--- src/core/cfg_bank_pkg.sv ---
// Shared constants for the logical device configuration bank
package cfg_bank_pkg;
  localparam int UNITS = 7;
  localparam int SLOTS = 12;
  // Unit numbers
  localparam logic [2:0] UNIT_FLOPPY = 3'h0;
  localparam logic [2:0] UNIT_UART1 = 3'h1;
  localparam logic [2:0] UNIT_UART2 = 3'h2;
  localparam logic [2:0] UNIT_LPT = 3'h3;
  localparam logic [2:0] UNIT_CLOCK = 3'h4;
  localparam logic [2:0] UNIT_KBD = 3'h5;
  localparam logic [2:0] UNIT_MOUSE = 3'h6;
  // Storage slots inside one unit
  localparam logic [3:0] SLOT_ACT = 4'h0;
  localparam logic [3:0] SLOT_RANGE = 4'h1;
  localparam logic [3:0] SLOT_BASE_HI = 4'h2;
  localparam logic [3:0] SLOT_BASE_LO = 4'h3;
  localparam logic [3:0] SLOT_BASE2_HI = 4'h4;
  localparam logic [3:0] SLOT_BASE2_LO = 4'h5;
  localparam logic [3:0] SLOT_IRQ_LEVEL = 4'h6;
  localparam logic [3:0] SLOT_IRQ_TYPE = 4'h7;
  localparam logic [3:0] SLOT_DMA = 4'h8;
  localparam logic [3:0] SLOT_CFG_A = 4'h9;
  localparam logic [3:0] SLOT_CFG_B = 4'ha;
  localparam logic [3:0] SLOT_CFG_C = 4'hb;
  // Register indices
  localparam logic [7:0] IDX_UNIT_NUM = 8'h07;
  localparam logic [7:0] IDX_UNIT_ENABLE = 8'h23;
  localparam logic [7:0] IDX_ACT = 8'h30;
  localparam logic [7:0] IDX_RANGE = 8'h31;
  localparam logic [7:0] IDX_BASE_HI = 8'h60;
  localparam logic [7:0] IDX_BASE_LO = 8'h61;
  localparam logic [7:0] IDX_BASE2_HI = 8'h62;
  localparam logic [7:0] IDX_BASE2_LO = 8'h63;
  localparam logic [7:0] IDX_IRQ_LEVEL = 8'h70;
  localparam logic [7:0] IDX_IRQ_TYPE = 8'h71;
  localparam logic [7:0] IDX_DMA = 8'h74;
  localparam logic [7:0] IDX_CFG_A = 8'hf0;
  localparam logic [7:0] IDX_CFG_B = 8'hf1;
  localparam logic [7:0] IDX_CFG_C = 8'hf2;
  // Access classes
  localparam logic [1:0] ACC_BOTH = 2'h0;
  localparam logic [1:0] ACC_BUS = 2'h1;
  localparam logic [1:0] ACC_BOARD = 2'h2;
  // Field positions
  localparam int TYPE_WE_BIT = 0;
  localparam int STATUS_SPLIT = 4;
  // Reset values
  localparam logic [7:0] RST_ZERO = 8'h00;
  localparam logic [7:0] RST_IRQ_TYPE = 8'h02;
  localparam logic [7:0] RST_FLOPPY_BASE_HI = 8'h03;
  localparam logic [7:0] RST_FLOPPY_BASE_LO = 8'hf0;
  localparam logic [7:0] RST_FLOPPY_IRQ = 8'h06;
  localparam logic [7:0] RST_FLOPPY_DMA = 8'h02;
  localparam logic [7:0] RST_UART1_BASE_HI = 8'h03;
  localparam logic [7:0] RST_UART1_BASE_LO = 8'hf8;
  localparam logic [7:0] RST_UART1_IRQ = 8'h04;
  localparam logic [7:0] RST_UART2_BASE_HI = 8'h02;
  localparam logic [7:0] RST_UART2_BASE_LO = 8'hf8;
  localparam logic [7:0] RST_UART2_IRQ = 8'h03;
  localparam logic [7:0] RST_LPT_BASE_HI = 8'h03;
  localparam logic [7:0] RST_LPT_BASE_LO = 8'h78;
  localparam logic [7:0] RST_LPT_IRQ = 8'h07;
  localparam logic [7:0] RST_LPT_DMA = 8'h03;
  localparam logic [7:0] RST_LPT_CFG = 8'h03;
  localparam logic [7:0] RST_CLOCK_BASE_LO = 8'h70;
  localparam logic [7:0] RST_CLOCK_IRQ = 8'h08;
  localparam logic [7:0] RST_KBD_DATA_LO = 8'h60;
  localparam logic [7:0] RST_KBD_CMD_LO = 8'h64;
  localparam logic [7:0] RST_KBD_IRQ = 8'h01;
  localparam logic [7:0] RST_MOUSE_IRQ = 8'h0c;
endpackage

--- src/core/logical_device_config_bank.sv ---
// Per-unit configuration register bank behind the index/data configuration port
//
// Contract
// - Floppy base resets to 03h/F0h, RW both
// - Floppy irq level resets 06h, RW both
// - Floppy DMA select at 74h resets 02h
// - Serial one base resets 03h/F8h
// - Serial one irq level resets 04h
// - Serial two base resets 02h/F8h
// - Serial two irq level resets 03h
// - Serial two F0h/F1h zero, board mode only
// - Parallel base resets 03h/78h
// - Parallel irq 07h, DMA 03h
// - Parallel F0h resets 03h, board only
// - Clock base 00h/70h, irq 08h
// - Power F0h-F2h zero, board only, mixed status
// - Keyboard data/command bases 60h/64h at 60h-63h
// - Keyboard irq 01h, type reachable both modes
// - Mouse activate, irq 0Ch, type, config
// - Activate at 30h RW both, zero reset
// - Range check at 31h zero, bus mode only
// - Floppy F0h zero, board mode only
// - Clock and keyboard activate from straps
// - Bus mode maps numbers over enabled units
// - Keyboard/mouse type writable only with enable
`timescale 1ns/1ns
module logical_device_config_bank (
  input wire logic clock,
  input wire logic rstn,
  input wire logic bus_autoconfig_mode,
  input wire logic board_config_mode,
  input wire logic [7:0] cfg_index,
  input wire logic [7:0] cfg_wdata,
  input wire logic cfg_write,
  input wire logic cfg_read,
  output logic [7:0] cfg_rdata,
  input wire logic strap_pin_three,
  input wire logic strap_pin_four,
  input wire logic [3:0] power_event,
  output logic [6:0] unit_active,
  output logic strap_done
);
  logic [7:0] regs [cfg_bank_pkg::UNITS][cfg_bank_pkg::SLOTS];
  logic [7:0] logical_unit_number;
  logic [6:0] unit_enable;
  logic [2:0] sync_three;
  logic [2:0] sync_four;
  logic [2:0] sync_fill;
  logic [3:0] mapped;
  logic [4:0] decoded;
  logic [2:0] cur_unit;
  logic [3:0] cur_slot;
  logic hit;
  logic allowed;
  logic writable;
  logic do_write;
  logic status_write;
  logic strap_load;
  logic [7:0] status_now;
  logic [7:0] next_status;
  logic [3:0] status_clear;

  // Reset value of each slot of each unit
  function automatic logic [7:0] reset_value(input logic [2:0] u, input logic [3:0] s);
    logic [7:0] v;
    v = cfg_bank_pkg::RST_ZERO;
    if (s == cfg_bank_pkg::SLOT_IRQ_TYPE) begin
      v = cfg_bank_pkg::RST_IRQ_TYPE;
    end
    case (u)
      cfg_bank_pkg::UNIT_FLOPPY: begin
        if (s == cfg_bank_pkg::SLOT_BASE_HI) v = cfg_bank_pkg::RST_FLOPPY_BASE_HI;
        if (s == cfg_bank_pkg::SLOT_BASE_LO) v = cfg_bank_pkg::RST_FLOPPY_BASE_LO;
        if (s == cfg_bank_pkg::SLOT_IRQ_LEVEL) v = cfg_bank_pkg::RST_FLOPPY_IRQ;
        if (s == cfg_bank_pkg::SLOT_DMA) v = cfg_bank_pkg::RST_FLOPPY_DMA;
      end
      cfg_bank_pkg::UNIT_UART1: begin
        if (s == cfg_bank_pkg::SLOT_BASE_HI) v = cfg_bank_pkg::RST_UART1_BASE_HI;
        if (s == cfg_bank_pkg::SLOT_BASE_LO) v = cfg_bank_pkg::RST_UART1_BASE_LO;
        if (s == cfg_bank_pkg::SLOT_IRQ_LEVEL) v = cfg_bank_pkg::RST_UART1_IRQ;
      end
      cfg_bank_pkg::UNIT_UART2: begin
        if (s == cfg_bank_pkg::SLOT_BASE_HI) v = cfg_bank_pkg::RST_UART2_BASE_HI;
        if (s == cfg_bank_pkg::SLOT_BASE_LO) v = cfg_bank_pkg::RST_UART2_BASE_LO;
        if (s == cfg_bank_pkg::SLOT_IRQ_LEVEL) v = cfg_bank_pkg::RST_UART2_IRQ;
      end
      cfg_bank_pkg::UNIT_LPT: begin
        if (s == cfg_bank_pkg::SLOT_BASE_HI) v = cfg_bank_pkg::RST_LPT_BASE_HI;
        if (s == cfg_bank_pkg::SLOT_BASE_LO) v = cfg_bank_pkg::RST_LPT_BASE_LO;
        if (s == cfg_bank_pkg::SLOT_IRQ_LEVEL) v = cfg_bank_pkg::RST_LPT_IRQ;
        if (s == cfg_bank_pkg::SLOT_DMA) v = cfg_bank_pkg::RST_LPT_DMA;
        if (s == cfg_bank_pkg::SLOT_CFG_A) v = cfg_bank_pkg::RST_LPT_CFG;
      end
      cfg_bank_pkg::UNIT_CLOCK: begin
        if (s == cfg_bank_pkg::SLOT_BASE_LO) v = cfg_bank_pkg::RST_CLOCK_BASE_LO;
        if (s == cfg_bank_pkg::SLOT_IRQ_LEVEL) v = cfg_bank_pkg::RST_CLOCK_IRQ;
      end
      cfg_bank_pkg::UNIT_KBD: begin
        if (s == cfg_bank_pkg::SLOT_BASE_LO) v = cfg_bank_pkg::RST_KBD_DATA_LO;
        if (s == cfg_bank_pkg::SLOT_BASE2_LO) v = cfg_bank_pkg::RST_KBD_CMD_LO;
        if (s == cfg_bank_pkg::SLOT_IRQ_LEVEL) v = cfg_bank_pkg::RST_KBD_IRQ;
      end
      cfg_bank_pkg::UNIT_MOUSE: begin
        if (s == cfg_bank_pkg::SLOT_IRQ_LEVEL) v = cfg_bank_pkg::RST_MOUSE_IRQ;
      end
      default: begin
        v = cfg_bank_pkg::RST_ZERO;
      end
    endcase
    return v;
  endfunction

  // Index to slot; top bit flags a known index
  function automatic logic [4:0] slot_of(input logic [7:0] idx);
    logic [4:0] r;
    r = 5'h00;
    case (idx)
      cfg_bank_pkg::IDX_ACT: r = {1'b1, cfg_bank_pkg::SLOT_ACT};
      cfg_bank_pkg::IDX_RANGE: r = {1'b1, cfg_bank_pkg::SLOT_RANGE};
      cfg_bank_pkg::IDX_BASE_HI: r = {1'b1, cfg_bank_pkg::SLOT_BASE_HI};
      cfg_bank_pkg::IDX_BASE_LO: r = {1'b1, cfg_bank_pkg::SLOT_BASE_LO};
      cfg_bank_pkg::IDX_BASE2_HI: r = {1'b1, cfg_bank_pkg::SLOT_BASE2_HI};
      cfg_bank_pkg::IDX_BASE2_LO: r = {1'b1, cfg_bank_pkg::SLOT_BASE2_LO};
      cfg_bank_pkg::IDX_IRQ_LEVEL: r = {1'b1, cfg_bank_pkg::SLOT_IRQ_LEVEL};
      cfg_bank_pkg::IDX_IRQ_TYPE: r = {1'b1, cfg_bank_pkg::SLOT_IRQ_TYPE};
      cfg_bank_pkg::IDX_DMA: r = {1'b1, cfg_bank_pkg::SLOT_DMA};
      cfg_bank_pkg::IDX_CFG_A: r = {1'b1, cfg_bank_pkg::SLOT_CFG_A};
      cfg_bank_pkg::IDX_CFG_B: r = {1'b1, cfg_bank_pkg::SLOT_CFG_B};
      cfg_bank_pkg::IDX_CFG_C: r = {1'b1, cfg_bank_pkg::SLOT_CFG_C};
      default: r = 5'h00;
    endcase
    return r;
  endfunction

  // Which slots a unit really has
  function automatic logic present(input logic [2:0] u, input logic [3:0] s);
    logic p;
    p = 1'b0;
    case (s)
      cfg_bank_pkg::SLOT_ACT, cfg_bank_pkg::SLOT_IRQ_LEVEL, cfg_bank_pkg::SLOT_IRQ_TYPE,
      cfg_bank_pkg::SLOT_CFG_A: p = 1'b1;
      cfg_bank_pkg::SLOT_RANGE, cfg_bank_pkg::SLOT_BASE_HI, cfg_bank_pkg::SLOT_BASE_LO:
        p = (u != cfg_bank_pkg::UNIT_MOUSE);
      cfg_bank_pkg::SLOT_BASE2_HI, cfg_bank_pkg::SLOT_BASE2_LO:
        p = (u == cfg_bank_pkg::UNIT_KBD);
      cfg_bank_pkg::SLOT_DMA: p = (u == cfg_bank_pkg::UNIT_FLOPPY) || (u == cfg_bank_pkg::UNIT_LPT);
      cfg_bank_pkg::SLOT_CFG_B: p = (u == cfg_bank_pkg::UNIT_UART2) || (u == cfg_bank_pkg::UNIT_CLOCK);
      cfg_bank_pkg::SLOT_CFG_C: p = (u == cfg_bank_pkg::UNIT_CLOCK);
      default: p = 1'b0;
    endcase
    return p;
  endfunction

  // Configuration mode(s) in which a slot may be reached
  function automatic logic [1:0] access_of(input logic [2:0] u, input logic [3:0] s);
    logic [1:0] a;
    a = cfg_bank_pkg::ACC_BOTH;
    case (s)
      cfg_bank_pkg::SLOT_RANGE: a = cfg_bank_pkg::ACC_BUS;
      cfg_bank_pkg::SLOT_IRQ_TYPE:
        a = (u <= cfg_bank_pkg::UNIT_CLOCK) ? cfg_bank_pkg::ACC_BUS : cfg_bank_pkg::ACC_BOTH;
      cfg_bank_pkg::SLOT_CFG_A, cfg_bank_pkg::SLOT_CFG_B, cfg_bank_pkg::SLOT_CFG_C:
        a = cfg_bank_pkg::ACC_BOARD;
      default: a = cfg_bank_pkg::ACC_BOTH;
    endcase
    return a;
  endfunction

  // Unit behind a logical number; top bit flags a valid unit
  function automatic logic [3:0] map_unit(input logic [7:0] lun, input logic [6:0] en,
                                          input logic bus);
    logic [3:0] r;
    logic [7:0] n;
    r = 4'h0;
    n = 8'h00;
    if (!bus) begin
      if (lun < 8'(cfg_bank_pkg::UNITS)) begin
        r = {1'b1, lun[2:0]};
      end
    end else begin
      for (int i = 0; i < cfg_bank_pkg::UNITS; i++) begin
        if (en[i]) begin
          if (n == lun && !r[3]) begin
            r = {1'b1, 3'(i)};
          end
          n = n + 8'h01;
        end
      end
    end
    return r;
  endfunction

  // Decode of the current access
  always_comb begin
    mapped = map_unit(logical_unit_number, unit_enable, bus_autoconfig_mode && !board_config_mode);
    decoded = slot_of(cfg_index);
    cur_unit = mapped[2:0];
    cur_slot = decoded[3:0];
    hit = mapped[3] && decoded[4] && present(cur_unit, cur_slot);
    case (access_of(cur_unit, cur_slot))
      cfg_bank_pkg::ACC_BUS: allowed = bus_autoconfig_mode;
      cfg_bank_pkg::ACC_BOARD: allowed = board_config_mode;
      default: allowed = bus_autoconfig_mode || board_config_mode;
    endcase
    writable = 1'b1;
    if (cur_slot == cfg_bank_pkg::SLOT_IRQ_TYPE) begin
      writable = 1'b0;
      if (cur_unit == cfg_bank_pkg::UNIT_KBD || cur_unit == cfg_bank_pkg::UNIT_MOUSE) begin
        writable = regs[cur_unit][cfg_bank_pkg::SLOT_CFG_A][cfg_bank_pkg::TYPE_WE_BIT];
      end
    end
    status_write = cfg_write && hit && allowed && cur_unit == cfg_bank_pkg::UNIT_CLOCK &&
                   cur_slot == cfg_bank_pkg::SLOT_CFG_C;
    do_write = cfg_write && hit && allowed && writable && !status_write;
  end

  // Power status: upper half sticky events cleared by writing ones, lower half plain
  always_comb begin
    status_now = regs[cfg_bank_pkg::UNIT_CLOCK][cfg_bank_pkg::SLOT_CFG_C];
    status_clear = status_write ? cfg_wdata[7:cfg_bank_pkg::STATUS_SPLIT] : 4'h0;
    next_status[7:cfg_bank_pkg::STATUS_SPLIT] =
      (status_now[7:cfg_bank_pkg::STATUS_SPLIT] & ~status_clear) | power_event;
    next_status[cfg_bank_pkg::STATUS_SPLIT-1:0] = status_write ?
      cfg_wdata[cfg_bank_pkg::STATUS_SPLIT-1:0] : status_now[cfg_bank_pkg::STATUS_SPLIT-1:0];
  end

  // Strap synchronisers
  // Fill marks stages that hold sampled pin levels, not their reset zeros
  always_ff @(posedge clock or negedge rstn) begin
    if (!rstn) begin
      sync_three <= 3'h0;
      sync_four <= 3'h0;
      sync_fill <= 3'h0;
    end else begin
      sync_three <= {sync_three[1:0], strap_pin_three};
      sync_four <= {sync_four[1:0], strap_pin_four};
      sync_fill <= {sync_fill[1:0], 1'b1};
    end
  end

  assign strap_load = !strap_done && sync_fill[2] && (sync_three[1] == sync_three[2]) &&
                      (sync_four[1] == sync_four[2]);

  // Straps are caught once, when the synchronised levels settle after reset release
  always_ff @(posedge clock or negedge rstn) begin
    if (!rstn) begin
      strap_done <= 1'b0;
    end else if (strap_load) begin
      strap_done <= 1'b1;
    end
  end

  // Global selectors
  always_ff @(posedge clock or negedge rstn) begin
    if (!rstn) begin
      logical_unit_number <= cfg_bank_pkg::RST_ZERO;
      unit_enable <= 7'h00;
    end else if (cfg_write) begin
      if (cfg_index == cfg_bank_pkg::IDX_UNIT_NUM &&
          (bus_autoconfig_mode || board_config_mode)) begin
        logical_unit_number <= cfg_wdata;
      end
      if (cfg_index == cfg_bank_pkg::IDX_UNIT_ENABLE && board_config_mode) begin
        unit_enable <= cfg_wdata[6:0];
      end
    end
  end

  // Unit register storage
  always_ff @(posedge clock or negedge rstn) begin
    if (!rstn) begin
      for (int u = 0; u < cfg_bank_pkg::UNITS; u++) begin
        for (int s = 0; s < cfg_bank_pkg::SLOTS; s++) begin
          regs[u][s] <= reset_value(3'(u), 4'(s));
        end
      end
    end else begin
      if (do_write) begin
        regs[cur_unit][cur_slot] <= cfg_wdata;
      end
      regs[cfg_bank_pkg::UNIT_CLOCK][cfg_bank_pkg::SLOT_CFG_C] <= next_status;
      if (strap_load) begin
        regs[cfg_bank_pkg::UNIT_CLOCK][cfg_bank_pkg::SLOT_ACT][0] <= sync_three[2];
        regs[cfg_bank_pkg::UNIT_KBD][cfg_bank_pkg::SLOT_ACT][0] <= sync_four[2];
      end
    end
  end

  // Read data, held until the next read
  always_ff @(posedge clock or negedge rstn) begin
    if (!rstn) begin
      cfg_rdata <= cfg_bank_pkg::RST_ZERO;
    end else if (cfg_read) begin
      if (cfg_index == cfg_bank_pkg::IDX_UNIT_NUM) begin
        cfg_rdata <= logical_unit_number;
      end else if (cfg_index == cfg_bank_pkg::IDX_UNIT_ENABLE && board_config_mode) begin
        cfg_rdata <= {1'b0, unit_enable};
      end else if (hit && allowed) begin
        cfg_rdata <= regs[cur_unit][cur_slot];
      end else begin
        cfg_rdata <= cfg_bank_pkg::RST_ZERO;
      end
    end
  end

  for (genvar g = 0; g < cfg_bank_pkg::UNITS; g++) begin : g_active
    assign unit_active[g] = regs[g][cfg_bank_pkg::SLOT_ACT][0];
  end

  // Checks
  logic any_write;
  always_ff @(posedge clock or negedge rstn) begin
    if (!rstn) begin
      any_write <= 1'b0;
    end else if (cfg_write) begin
      any_write <= 1'b1;
    end
  end
endmodule

--- config.mk ---
export PLATFORM = sky130hd
export DESIGN_NAME = logical_device_config_bank
export DESIGN_NICKNAME = d
export VERILOG_FILES = /design/src/core/cfg_bank_pkg.sv /design/src/core/logical_device_config_bank.sv
export SDC_FILE = /design/constraint.sdc
export NUM_CORES = 1
export LEC_CHECK = 0
export ABC_CLOCK_PERIOD_IN_PS = 8200
export BUFFER_PORTS_ARGS = -buffer_cell sky130_fd_sc_hd__buf_2
export CAP_MARGIN = 20
export CORE_MARGIN = 2
export CORE_UTILIZATION = 50
export DETAILED_ROUTE_END_ITERATION = 7
export GPL_TIMING_DRIVEN = 0
export PLACE_DENSITY = 0.76
export SLEW_MARGIN = 25
export SYNTH_ARGS = -nofsm -noshare
export SYNTH_HDL_FRONTEND = slang
export SYNTH_SLANG_ARGS = --single-unit
--- constraint.sdc ---
create_clock -name clock -period 8.2 [get_ports clock]
set_input_delay 0.41 -clock clock [delete_from_list [all_inputs] [get_ports clock]]
set_output_delay 0.41 -clock clock [all_outputs]
set_load 0.05 [all_outputs]
=== Word level (Yosys, flattened, before mapping) ===
Index checks and enable logic that the tools add are counted.

* Logic and storage cells: 256
* Register bits after elaboration: 705
* Output and inout port bits: 16
* Input port bits: 28

* Reduce and logical (&&, ||, !) cells: 46
* Bitwise logic cells: 5
* Magnitude comparators: 6
* Equal/unequal tests: 41
* Add/subtract/negate cells: 5
* Multiplexer cells: 59

{| class="wikitable"
|+ Operators with widths
! cell !! count
|-
| $bwmux W672 || 1
|-
| $bmux W96 S3 || 1
|-
| $demux W96 S3 || 1
|-
| $mux W96 || 3
|-
| $mux W281 || 1
|-
| $mux W8 || 17
|-
| $mux W4 || 23
|-
| $pmux W5 S12 || 1
|-
| $eq A8 B7 Y1 const B || 7
|-
| $eq A8 B8 Y1 || 6
|-
| $add A8 B1 Y8 const B || 5
|-
| $bmux W8 S4 || 1
|-
| $demux W8 S4 || 1
|-
| $eq A8 B6 Y1 const B || 3
|-
| $eq A8 B8 Y1 const B || 3
|-
| $logic_and A1 B1 Y1 || 23
|-
| $eq A4 B3 Y1 const B || 4
|-
| $eq A4 B4 Y1 const B || 4
|-
| $eq A3 B3 Y1 const B || 3
|-
| $logic_not A1 Y1 || 9
|-
| $eq A4 B2 Y1 const B || 2
|-
| $eq A8 B3 Y1 const B || 1
|-
| $logic_not A8 Y1 || 1
|-
| $lt A8 B3 Y1 const B || 1
|-
| other kinds (28) || 40
|}

=== Depth between registers and ports, before layout ===
Gate-level depths: netlist of run 1.

* Depth in word-level cells: 46
* Gate-level depth with buffers: 36
* Gate-level depth less buffers: 30

=== Worst setup path after synthesis of run 1 ===
OpenSTA, ideal clock, no wires.

* Path kind: flip-flop to flip-flop
* Start point: register unit_enable[0]
* End point: register regs[160] in the netlist's numbering
* Cell stages (with the launch flop): 36
* Slack: 1.487 ns
* Setup time: 0.125 ns
* Buffers on the path: 8
* Arrival: 6.588 ns
* Required time: 8.075 ns
* Period minus slack after synthesis: 6.713 ns
* Cell sequence: dfrtp_1 > inv_1 > ha_1 > buf_4 > xor2_1 > ha_1 > nand2_1 > o31ai_1 > ha_1 > nand2_1 > o21ai_0 > nand2b_1 > ha_1 > nand3b_1 > nor3_1 > and4_1 > a311o_1 > nand4_1 > a21o_1 > buf_2 > clkbuf_1 > clkbuf_1 > clkbuf_1 > o21ai_0 > nand2_1 > ha_1 > o21ai_0 > a222oi_1 > and2_1 > o21a_1 > buf_2 > nand4_2 > buf_6 > or3_1 > buf_6 > mux2_4

* Cells in the longest elaborated chain, start to end: 42
* Elaborated cells on any way between the ends: 93
* Classes of those cells: 5 x add/sub; 3 x order compare; 14 x eq/ne; 44 x mux; 1 x bitwise; 26 x reduce/logical

{| class="wikitable"
|+ Ends and longest elaborated chain
! what !! line !! source
|-
| from (decl) || logical_device_config_bank.sv:45 || <nowiki>logic [6:0] unit_enable;</nowiki>
|-
| from (signal assigned) || logical_device_config_bank.sv:264 || <nowiki>unit_enable <= cfg_wdata[6:0];</nowiki>
|-
| branches (longest 30 deep; another with $add A8 B1 Y8) || n/a ||
|-
| $mux W4 (*) || logical_device_config_bank.sv:182 || <nowiki>if (en[i]) begin</nowiki>
|-
| $mux W4 (*) || logical_device_config_bank.sv:176 || <nowiki>if (!bus) begin</nowiki>
|-
| $le A3 B3 Y1, or another cell as far along || logical_device_config_bank.sv:161 || <nowiki>a = (u <= cfg_bank_pkg::UNIT_CLOCK) ? cfg_bank_pkg::ACC_BUS : cfg_bank_pkg::ACC_BOTH;</nowiki>
|-
| $mux W1, or another cell as far along || logical_device_config_bank.sv:161 ||
|-
| $pmux W2 S3 / $pmux W1 S6 (equally long branches) || logical_device_config_bank.sv:158, logical_device_config_bank.sv:139 ||
|-
| $eq A2 B2 Y1, or another cell as far along || logical_device_config_bank.sv:200 || <nowiki>case (access_of(cur_unit, cur_slot))</nowiki>
|-
| $pmux W1 S2 / $logic_and A1 B1 Y1 (equally long branches) || logical_device_config_bank.sv:200, logical_device_config_bank.sv:212, logical_device_config_bank.sv:214 ||
|-
| $logic_and A1 B1 Y1 || logical_device_config_bank.sv:212, logical_device_config_bank.sv:214 ||
|-
| $logic_and A1 B1 Y1 (2 in series) || logical_device_config_bank.sv:212 || <nowiki>status_write = cfg_write && hit && allowed && cur_unit == cfg_bank_pkg::UNIT_CLOCK &&</nowiki>
|-
| $logic_not A1 Y1 || logical_device_config_bank.sv:214 || <nowiki>do_write = cfg_write && hit && allowed && writable && !status_write;</nowiki>
|-
| $logic_and A1 B1 Y1 || logical_device_config_bank.sv:214 ||
|-
| to (signal, indexed assignment) || logical_device_config_bank.sv:274 || <nowiki>regs[u][s] <= reset_value(3'(u), 4'(s));</nowiki>
|-
| to (signal, indexed assignment) || logical_device_config_bank.sv:279 || <nowiki>regs[cur_unit][cur_slot] <= cfg_wdata;</nowiki>
|-
| to (signal, indexed assignment) || logical_device_config_bank.sv:281 || <nowiki>regs[cfg_bank_pkg::UNIT_CLOCK][cfg_bank_pkg::SLOT_CFG_C] <= next_status;</nowiki>
|-
| to (decl) || logical_device_config_bank.sv:43 || <nowiki>logic [7:0] regs [cfg_bank_pkg::UNITS][cfg_bank_pkg::SLOTS];</nowiki>
|}

Mark *: on every way between the ends. The select of a mux whose other input is x is not followed.
A chain may end at the register's enable or synchronous reset.

=== Final worst setup path of run 1 ===
* Start point: register unit_enable[0]
* End point: register cfg_rdata[7]

* Cells in the longest elaborated chain, start to end: 42
* Elaborated cells on any way between the ends: 83
* Classes of those cells: 5 x add/sub; 1 x order compare; 13 x eq/ne; 45 x mux; 1 x bitwise; 18 x reduce/logical

{| class="wikitable"
|+ Ends and longest elaborated chain
! what !! line !! source
|-
| branches (longest 30 deep; another with $add A8 B1 Y8) || n/a ||
|-
| $mux W4 (*) || logical_device_config_bank.sv:182 ||
|-
| $mux W4 (*) || logical_device_config_bank.sv:176 ||
|-
| $not A3 Y4 (not written as such) || logical_device_config_bank.sv:299 || <nowiki>cfg_rdata <= regs[cur_unit][cur_slot];</nowiki>
|-
| $bmux W96 S3 || logical_device_config_bank.sv:299 ||
|-
| $mux W96 (not written as such) (2 in series) || logical_device_config_bank.sv:299 ||
|-
| $bmux W8 S4 || logical_device_config_bank.sv:299 ||
|-
| $mux W8 (not written as such) (2 in series) || logical_device_config_bank.sv:299 ||
|-
| $mux W8 (*) || logical_device_config_bank.sv:298 || <nowiki>end else if (hit && allowed) begin</nowiki>
|-
| $mux W8 (*) || logical_device_config_bank.sv:296 || <nowiki>end else if (cfg_index == cfg_bank_pkg::IDX_UNIT_ENABLE && board_config_mode) begin</nowiki>
|-
| $mux W8 (*) || logical_device_config_bank.sv:294 || <nowiki>if (cfg_index == cfg_bank_pkg::IDX_UNIT_NUM) begin</nowiki>
|-
| to (signal assigned) || logical_device_config_bank.sv:295 || <nowiki>cfg_rdata <= logical_unit_number;</nowiki>
|-
| to (signal assigned) || logical_device_config_bank.sv:297 || <nowiki>cfg_rdata <= {1'b0, unit_enable};</nowiki>
|-
| to (signal assigned) || logical_device_config_bank.sv:299 ||
|-
| to (decl) || logical_device_config_bank.sv:36 || <nowiki>output logic [7:0] cfg_rdata,</nowiki>
|}

Marked as above.

==> reports/metrics.cfg, run 1 <==
[grt]
grt.overflow.total=0
grt_usage=0.415
first_global_vias=24900
grt_antenna_before_repair=14
grt_pass1_wl_mm=189
grt_max_degree=93

[sta]
fin_ws_ps=-8.51
finalSetupTns_ps=-8.51
worst_pin_slew_ps=1290
slew_violations=0
holdWs_ps=14.1
finalHoldViolCount=0
fin_skew_ps=26.7
period_share=1.00
rsz0062_at_grt=no
relSlewSlack=0.138
finalSetupViolCount=1
fmax_mhz=122
layout_min_cycle_time_ps=8210

[pwr]
p_leak_nw=16.8
p_seq_frac=0.458
vdd_drop_max_uv=175
clkPwrFrac=0.465
switching_share=0.257
power_density_nw_per_um2=211
p_comb_frac=0.077
power.switching_mw=1.97
power.total_mw=7.69
internal_power_mw=5.72

[layout]
fin_util=0.578
fin_cells=3913
layout-drive-gt1-share=0.255
syn_to_final_growth_pct=14.4
fin_area_sq_um=36400
n_fill_cell=5329
nNetsFinal=3032

[setup_path]
cp_data_arrival_time_ps=8680
cp_max_fo=10
startpoint_type=register
required_ps=8670
crit_path_end_kind=register
crit_type=register to register

[synthesis]
synth_cells=2857
syn_area_sq_um=31800
synthFlopType=dfrtp_1
synth.net_count=2892
async_reset_ff_frac=1.00
ys_seq_elements=705
yosysSeqAreaShare=0.557
synth_edf_count=0
yosysWarnings=0
synth.distinct_cells=94
avgSynthCellArea_sq_um=11.1

[clocking]
cts_tree=yes
cts_buffer_depth=3
cts_sinks=705
clk_latency_ps=650
clkSlewWorstSetupHoldPaths_ps=60
cts.htree.levels=3
cts_buffers=76
root_buffer=clkbuf_16

[routing]
first_pass_iters=6
via_per_inst=6.71
drt-initial-drc-count=4157
ant_nets=0
dr_total_vias=26300
wl_per_cell_um=35.0
drc=0
totalWireLength_mm=137

[placement]
dp_worst_setup_slack_ps=-1610
globalplace.congestion=1.08
portBuffers=30
dpl_cell_area_sq_um=33400
dp_hpwl_mm=95.0
dp_cells=3748

[floorplanning]
die_area_sq_um=65700
die_h_um=256
top_level_ports=44
die-width_um=256
core_area_sq_um=63000
initial_core_util=0.505
rows=92

[outcome]
outcome=complete, but fails checks
failed_checks=negative setup slack

[min_path]
worstHoldPathType=primary input to register

[job]
maxCapViolCount=0

-- routing by layer --
layer	up-vias	track usage	part of all wire
li1	10200	-	-
met1	13300	0.539	0.37
met2	2102	0.561	0.40
met3	641	0.169	0.14
met4	20	0.290	0.092
met5	-	0	0.0010
-- synthesized netlist by cell type (all sizes together) (12+ instances only) --
cell type | n | share of area
a2111oi | 13 | 0.0036
buf | 73 | 0.012
mux2i | 39 | 0.012
dfstp | 57 | 0.047
a21oi | 94 | 0.015
mux2 | 405 | 0.14
clkbuf | 401 | 0.047
a211oi | 39 | 0.0095
nor3 | 39 | 0.0095
and3 | 31 | 0.0061
nor2 | 98 | 0.012
o21ai | 55 | 0.0086
o221ai | 17 | 0.0047
and2 | 12 | 0.0024
a221oi | 37 | 0.010
a221o | 17 | 0.0053
dfrtp | 648 | 0.51
a31oi | 25 | 0.0054
nand3 | 62 | 0.0098
nand2 | 365 | 0.043
a311oi | 16 | 0.0050
o211ai | 14 | 0.0033
xnor2 | 12 | 0.0033
o22ai | 57 | 0.011
a211o | 13 | 0.0036
nor4 | 14 | 0.0028
a21o | 12 | 0.0028
o31ai | 12 | 0.0033
inv | 14 | 0.0017
-- final timing paths --
path	start	to	slack (ps)	cells past startpoint
worst max register to register	unit_enable[0]$_DFFE_PN0P_	cfg_rdata[7]$_DFFE_PN0P_	-9	26
max in group asynchronous	rstn	regs[235]$_DFFE_PN1P_	6180	5
worst min register to register	sync_fill[0]$_DFF_PN0_	sync_fill[1]$_DFF_PN0_	340	0
min in group asynchronous	rstn	regs[637]$_DFFE_PN0P_	350	2
worst min-delay path	power_event[0]	status_now[4]$_DFF_PN0_	10	2
worst max-delay path	unit_enable[0]$_DFFE_PN0P_	cfg_rdata[7]$_DFFE_PN0P_	-9	26
-- layout by cell type, fill, tap and decap left out, types with 14 or more instances in the layout --
cell type	netlist	layout
a21oi_1	94	92
inv_1	14	14
buf_4	9	17
o21ai_0	54	54
mux2i_1	39	39
o211ai_1	14	14
o221ai_1	17	17
dfrtp_1	648	648
nor2_1	98	90
a31oi_1	24	24
clkbuf_2	0	26
clkbuf_16	0	79
mux2_2	392	392
nand3_1	62	62
nand2_1	365	353
nor3_1	29	26
a221oi_1	36	36
buf_2	38	74
a311oi_1	15	14
clkbuf_1	401	392
buf_1	24	15
a221o_1	17	17
clkbuf_8	0	16
o22ai_1	57	57
a211oi_1	37	36
dfstp_2	57	57
and3_1	30	30
-- cell families (layout without fill, tap and decap cells) --
logic type	after synthesis	after routing	share of synthesized area
XOR/XNOR	22	22	0.00763
AO/OA/AOI/OAI	500	500	0.113
other	1	10	0.000118
multiplexers	447	447	0.159
flip-flops	705	705	0.557
adder cells (fa/ha/maj)	8	8	0.00307
buffers and inverters	488	689	0.0606
AND/OR/NAND/NOR	686	686	0.100
-- power groups by stage --
stage	Clock, mW	Sequential [mW]	Combinational (mW)
global route	3.71	3.52	0.601
floorplan	0	3.59	0.234
CTS	3.55	3.52	0.558
finish	3.57	3.52	0.593
detailed placement	0	3.59	0.554
global placement	0	3.59	0.534
-- sequential cells by signal, summed over array words and instances, names as in the netlist --
name / cells
sync_three: 3
sync_fill: 3
logical_unit_number: 8
status_now: 8
cfg_rdata: 8
sync_four: 3
regs: 657
strap_done: 1
unit_enable: 7
unit_active: 7
-- critical path, cell delays in order (launching register included) --
cell and delay (ps):
dfrtp_1 490, inv_1 80, ha_1 290, buf_4 170
xor2_2 270, ha_1 320, nand2_1 110, o31ai_1 120
ha_1 330, nand2_1 80, o21ai_0 170, nand2b_1 210
ha_1 220, nand3b_1 110, nor3_1 60, and4_1 210
a311o_1 290, and4_1 260, a31o_2 350, buf_2 270
clkdlybuf4s15_1 740, clkbuf_2 520, o2bb2ai_1 350, a211oi_2 240
a221oi_1 750, a41oi_1 480, o31ai_2 520
-- what timing repair did --
action / in CTS / in global routing
setup endpoints to repair: 392 / 218
resized for setup: 25 / 11
hold endpoints to repair: 70 / 0
pin swaps: 2 / 7
setup buffers: 3 / 8
hold buffers: 6 / 0
-- cell type report --
type	instances	area, sq um	share of cell area
well taps	846	1060	0.0291
flip-flops and latches	705	17700	0.487
plain buffers	472	1930	0.0531
diodes	9	22.5	0.000619
clock buffers	115	2270	0.0624
clock inverters	24	287	0.00787
inverters	14	52.6	0.00144
multi-input cells	1664	12400	0.340
repair buffers	64	697	0.0191
(Power assumes the default switching activity.)
==> run 2, diff against run 1 <==
Settings changed: RECOVER_POWER from default to 50.
==> reports/metrics.cfg, run 2 (synthesis gave the netlist of run 1 again) <==
[clocking]
clk_latency_ps=650
clkSlewWorstSetupHoldPaths_ps=60
cts_sinks=705
cts_buffers=76
cts_buffer_depth=3
cts_tree=yes
root_buffer=clkbuf_16
cts.htree.levels=3

[layout]
fin_area_sq_um=36300
n_fill_cell=5345
final_common_cell=dfrtp_1
syn_to_final_growth_pct=14.1
top_register=regs
layout_common_cells=648 x dfrtp_1, 393 x clkbuf_1, 392 x mux2_2
layout-drive-gt1-share=0.253
fin_cells=3909
largest_reg_flops=657
nNetsFinal=3032

[placement]
dp_cells=3748
globalplace.congestion=1.08
dpl_cell_area_sq_um=33400
dp_hpwl_mm=95.0
portBuffers=30

[floorplanning]
die_h_um=256
rows=92
top_level_ports=44
initial_core_util=0.505
die-width_um=256
core_area_sq_um=63000
die_area_sq_um=65700

[setup_path]
crit_type=register to register
cpMaxStageDelayCell=a221oi_1
cp_data_arrival_time_ps=8640
startpoint_type=register
crit_path_end_kind=register
critPathMostFrequentCell=ha_1
required_ps=8670
r2r_cells=26
crit_path_max_incr_delay_ps=760
cp_max_fo=10

[sta]
layout_min_cycle_time_ps=8170
period_share=0.996
finalSetupTns_ps=0
slew_violations=403
relSlewSlack=-1.55
worst_pin_slew_ps=3830
rsz0062_at_grt=no
finalHoldViolCount=0
fin_skew_ps=28.9
fmax_mhz=122
holdWs_ps=5.93
finalSetupViolCount=0

[routing]
via_per_inst=6.69
totalWireLength_mm=137
drt-initial-drc-count=4065
ant_nets=0
first_pass_iters=6
dr_total_vias=26200
wl_per_cell_um=35.0
drc=0

[grt]
grt.overflow.total=0
grt_pass1_wl_mm=189
grt_usage=0.415
grt_max_degree=93
grt_antenna_before_repair=14
first_global_vias=24900

[pwr]
vdd_drop_max_uv=176
power_density_nw_per_um2=212
p_leak_nw=16.8

[outcome]
failed_checks=max-capacitance violations, max-slew violations
outcome=complete, but fails checks

[job]
maxCapViolCount=5

[min_path]
hold_depth=2
worstHoldPathType=primary input to register

## run 2: power breakdown
group / switching [mW] / leakage [nW] / internal (mW)
Sequential: 0.0223 / 9.56 / 3.50
Combinational: 0.459 / 5.97 / 0.129
Clock: 1.49 / 1.26 / 2.08
Total: 1.97 / 16.8 / 5.71
## run 2: per-layer routing
layer | routed length, um | part of all wire | track usage
met1 | 50600 | 0.37 | 0.539
met2 | 54200 | 0.40 | 0.561
met3 | 19700 | 0.14 | 0.169
met4 | 12200 | 0.089 | 0.290
met5 | 165 | 0.0012 | 0
## run 2: final cells by class
type,count,area [sq um],share of cell area
Sequential cell,705,17700,0.488
Multi-Input combinational cell,1664,12400,0.341
Clock buffer,115,2270,0.0626
Buffer,472,1930,0.0533
Tap cell,846,1060,0.0292
Timing Repair Buffer,64,608,0.0167
Clock inverter,24,287,0.00789
Inverter,14,52.6,0.00145
Antenna cell,5,12.5,0.000345
## run 2: path summary, 6_finish.rpt
check | startpoint | slack [ps] | end
worst max-delay path | unit_enable[0]$_DFFE_PN0P_ | 30 | cfg_rdata[7]$_DFFE_PN0P_
min in group asynchronous | rstn | 1650 | regs[637]$_DFFE_PN0P_
max in group asynchronous | rstn | 1600 | regs[288]$_DFFE_PN0P_
worst max register to register | unit_enable[0]$_DFFE_PN0P_ | 30 | cfg_rdata[7]$_DFFE_PN0P_
worst min register to register | sync_fill[0]$_DFF_PN0_ | 340 | sync_fill[1]$_DFF_PN0_
worst min-delay path | power_event[0] | 6 | status_now[4]$_DFF_PN0_
## run 2: repair_timing
| action | in CTS | in global routing |
|---|---|---|
| pin swaps | 2 | 7 |
| hold endpoints to repair | 70 | 0 |
| gates cloned | 0 | 0 |
| buffers inserted | 3 | 8 |
| setup endpoints to repair | 392 | 218 |
| hold buffers | 6 | 0 |
| resized for setup | 25 | 11 |
## run 2: metrics by stage
| stage | setup slack, ps | total power [mW] | utilization |
|---|---|---|---|
| after floorplan | 1490 | 3.83 | - |
| after global placement | -8130 | 4.12 | 0.525 |
| after detailed placement | -1610 | 4.14 | 0.531 |
| after CTS | 86.9 | 7.63 | 0.574 |
| after global routing | 49.5 | 7.83 | 0.576 |
| final | 32.3 | 7.69 | 0.577 |
## run 2: critical path, delay by kind of cell, from the launching register on
| family | cells | cell delay, ps |
|---|---|---|
| AOI/OAI and AO/OA | 9 | 3290 |
| xor gates and xnor gates | 1 | 270 |
| adders and majority gates | 4 | 1150 |
| buffers and inverters | 5 | 1740 |
| DFF | 1 | 480 |
| and+or+nand+nor | 7 | 1040 |
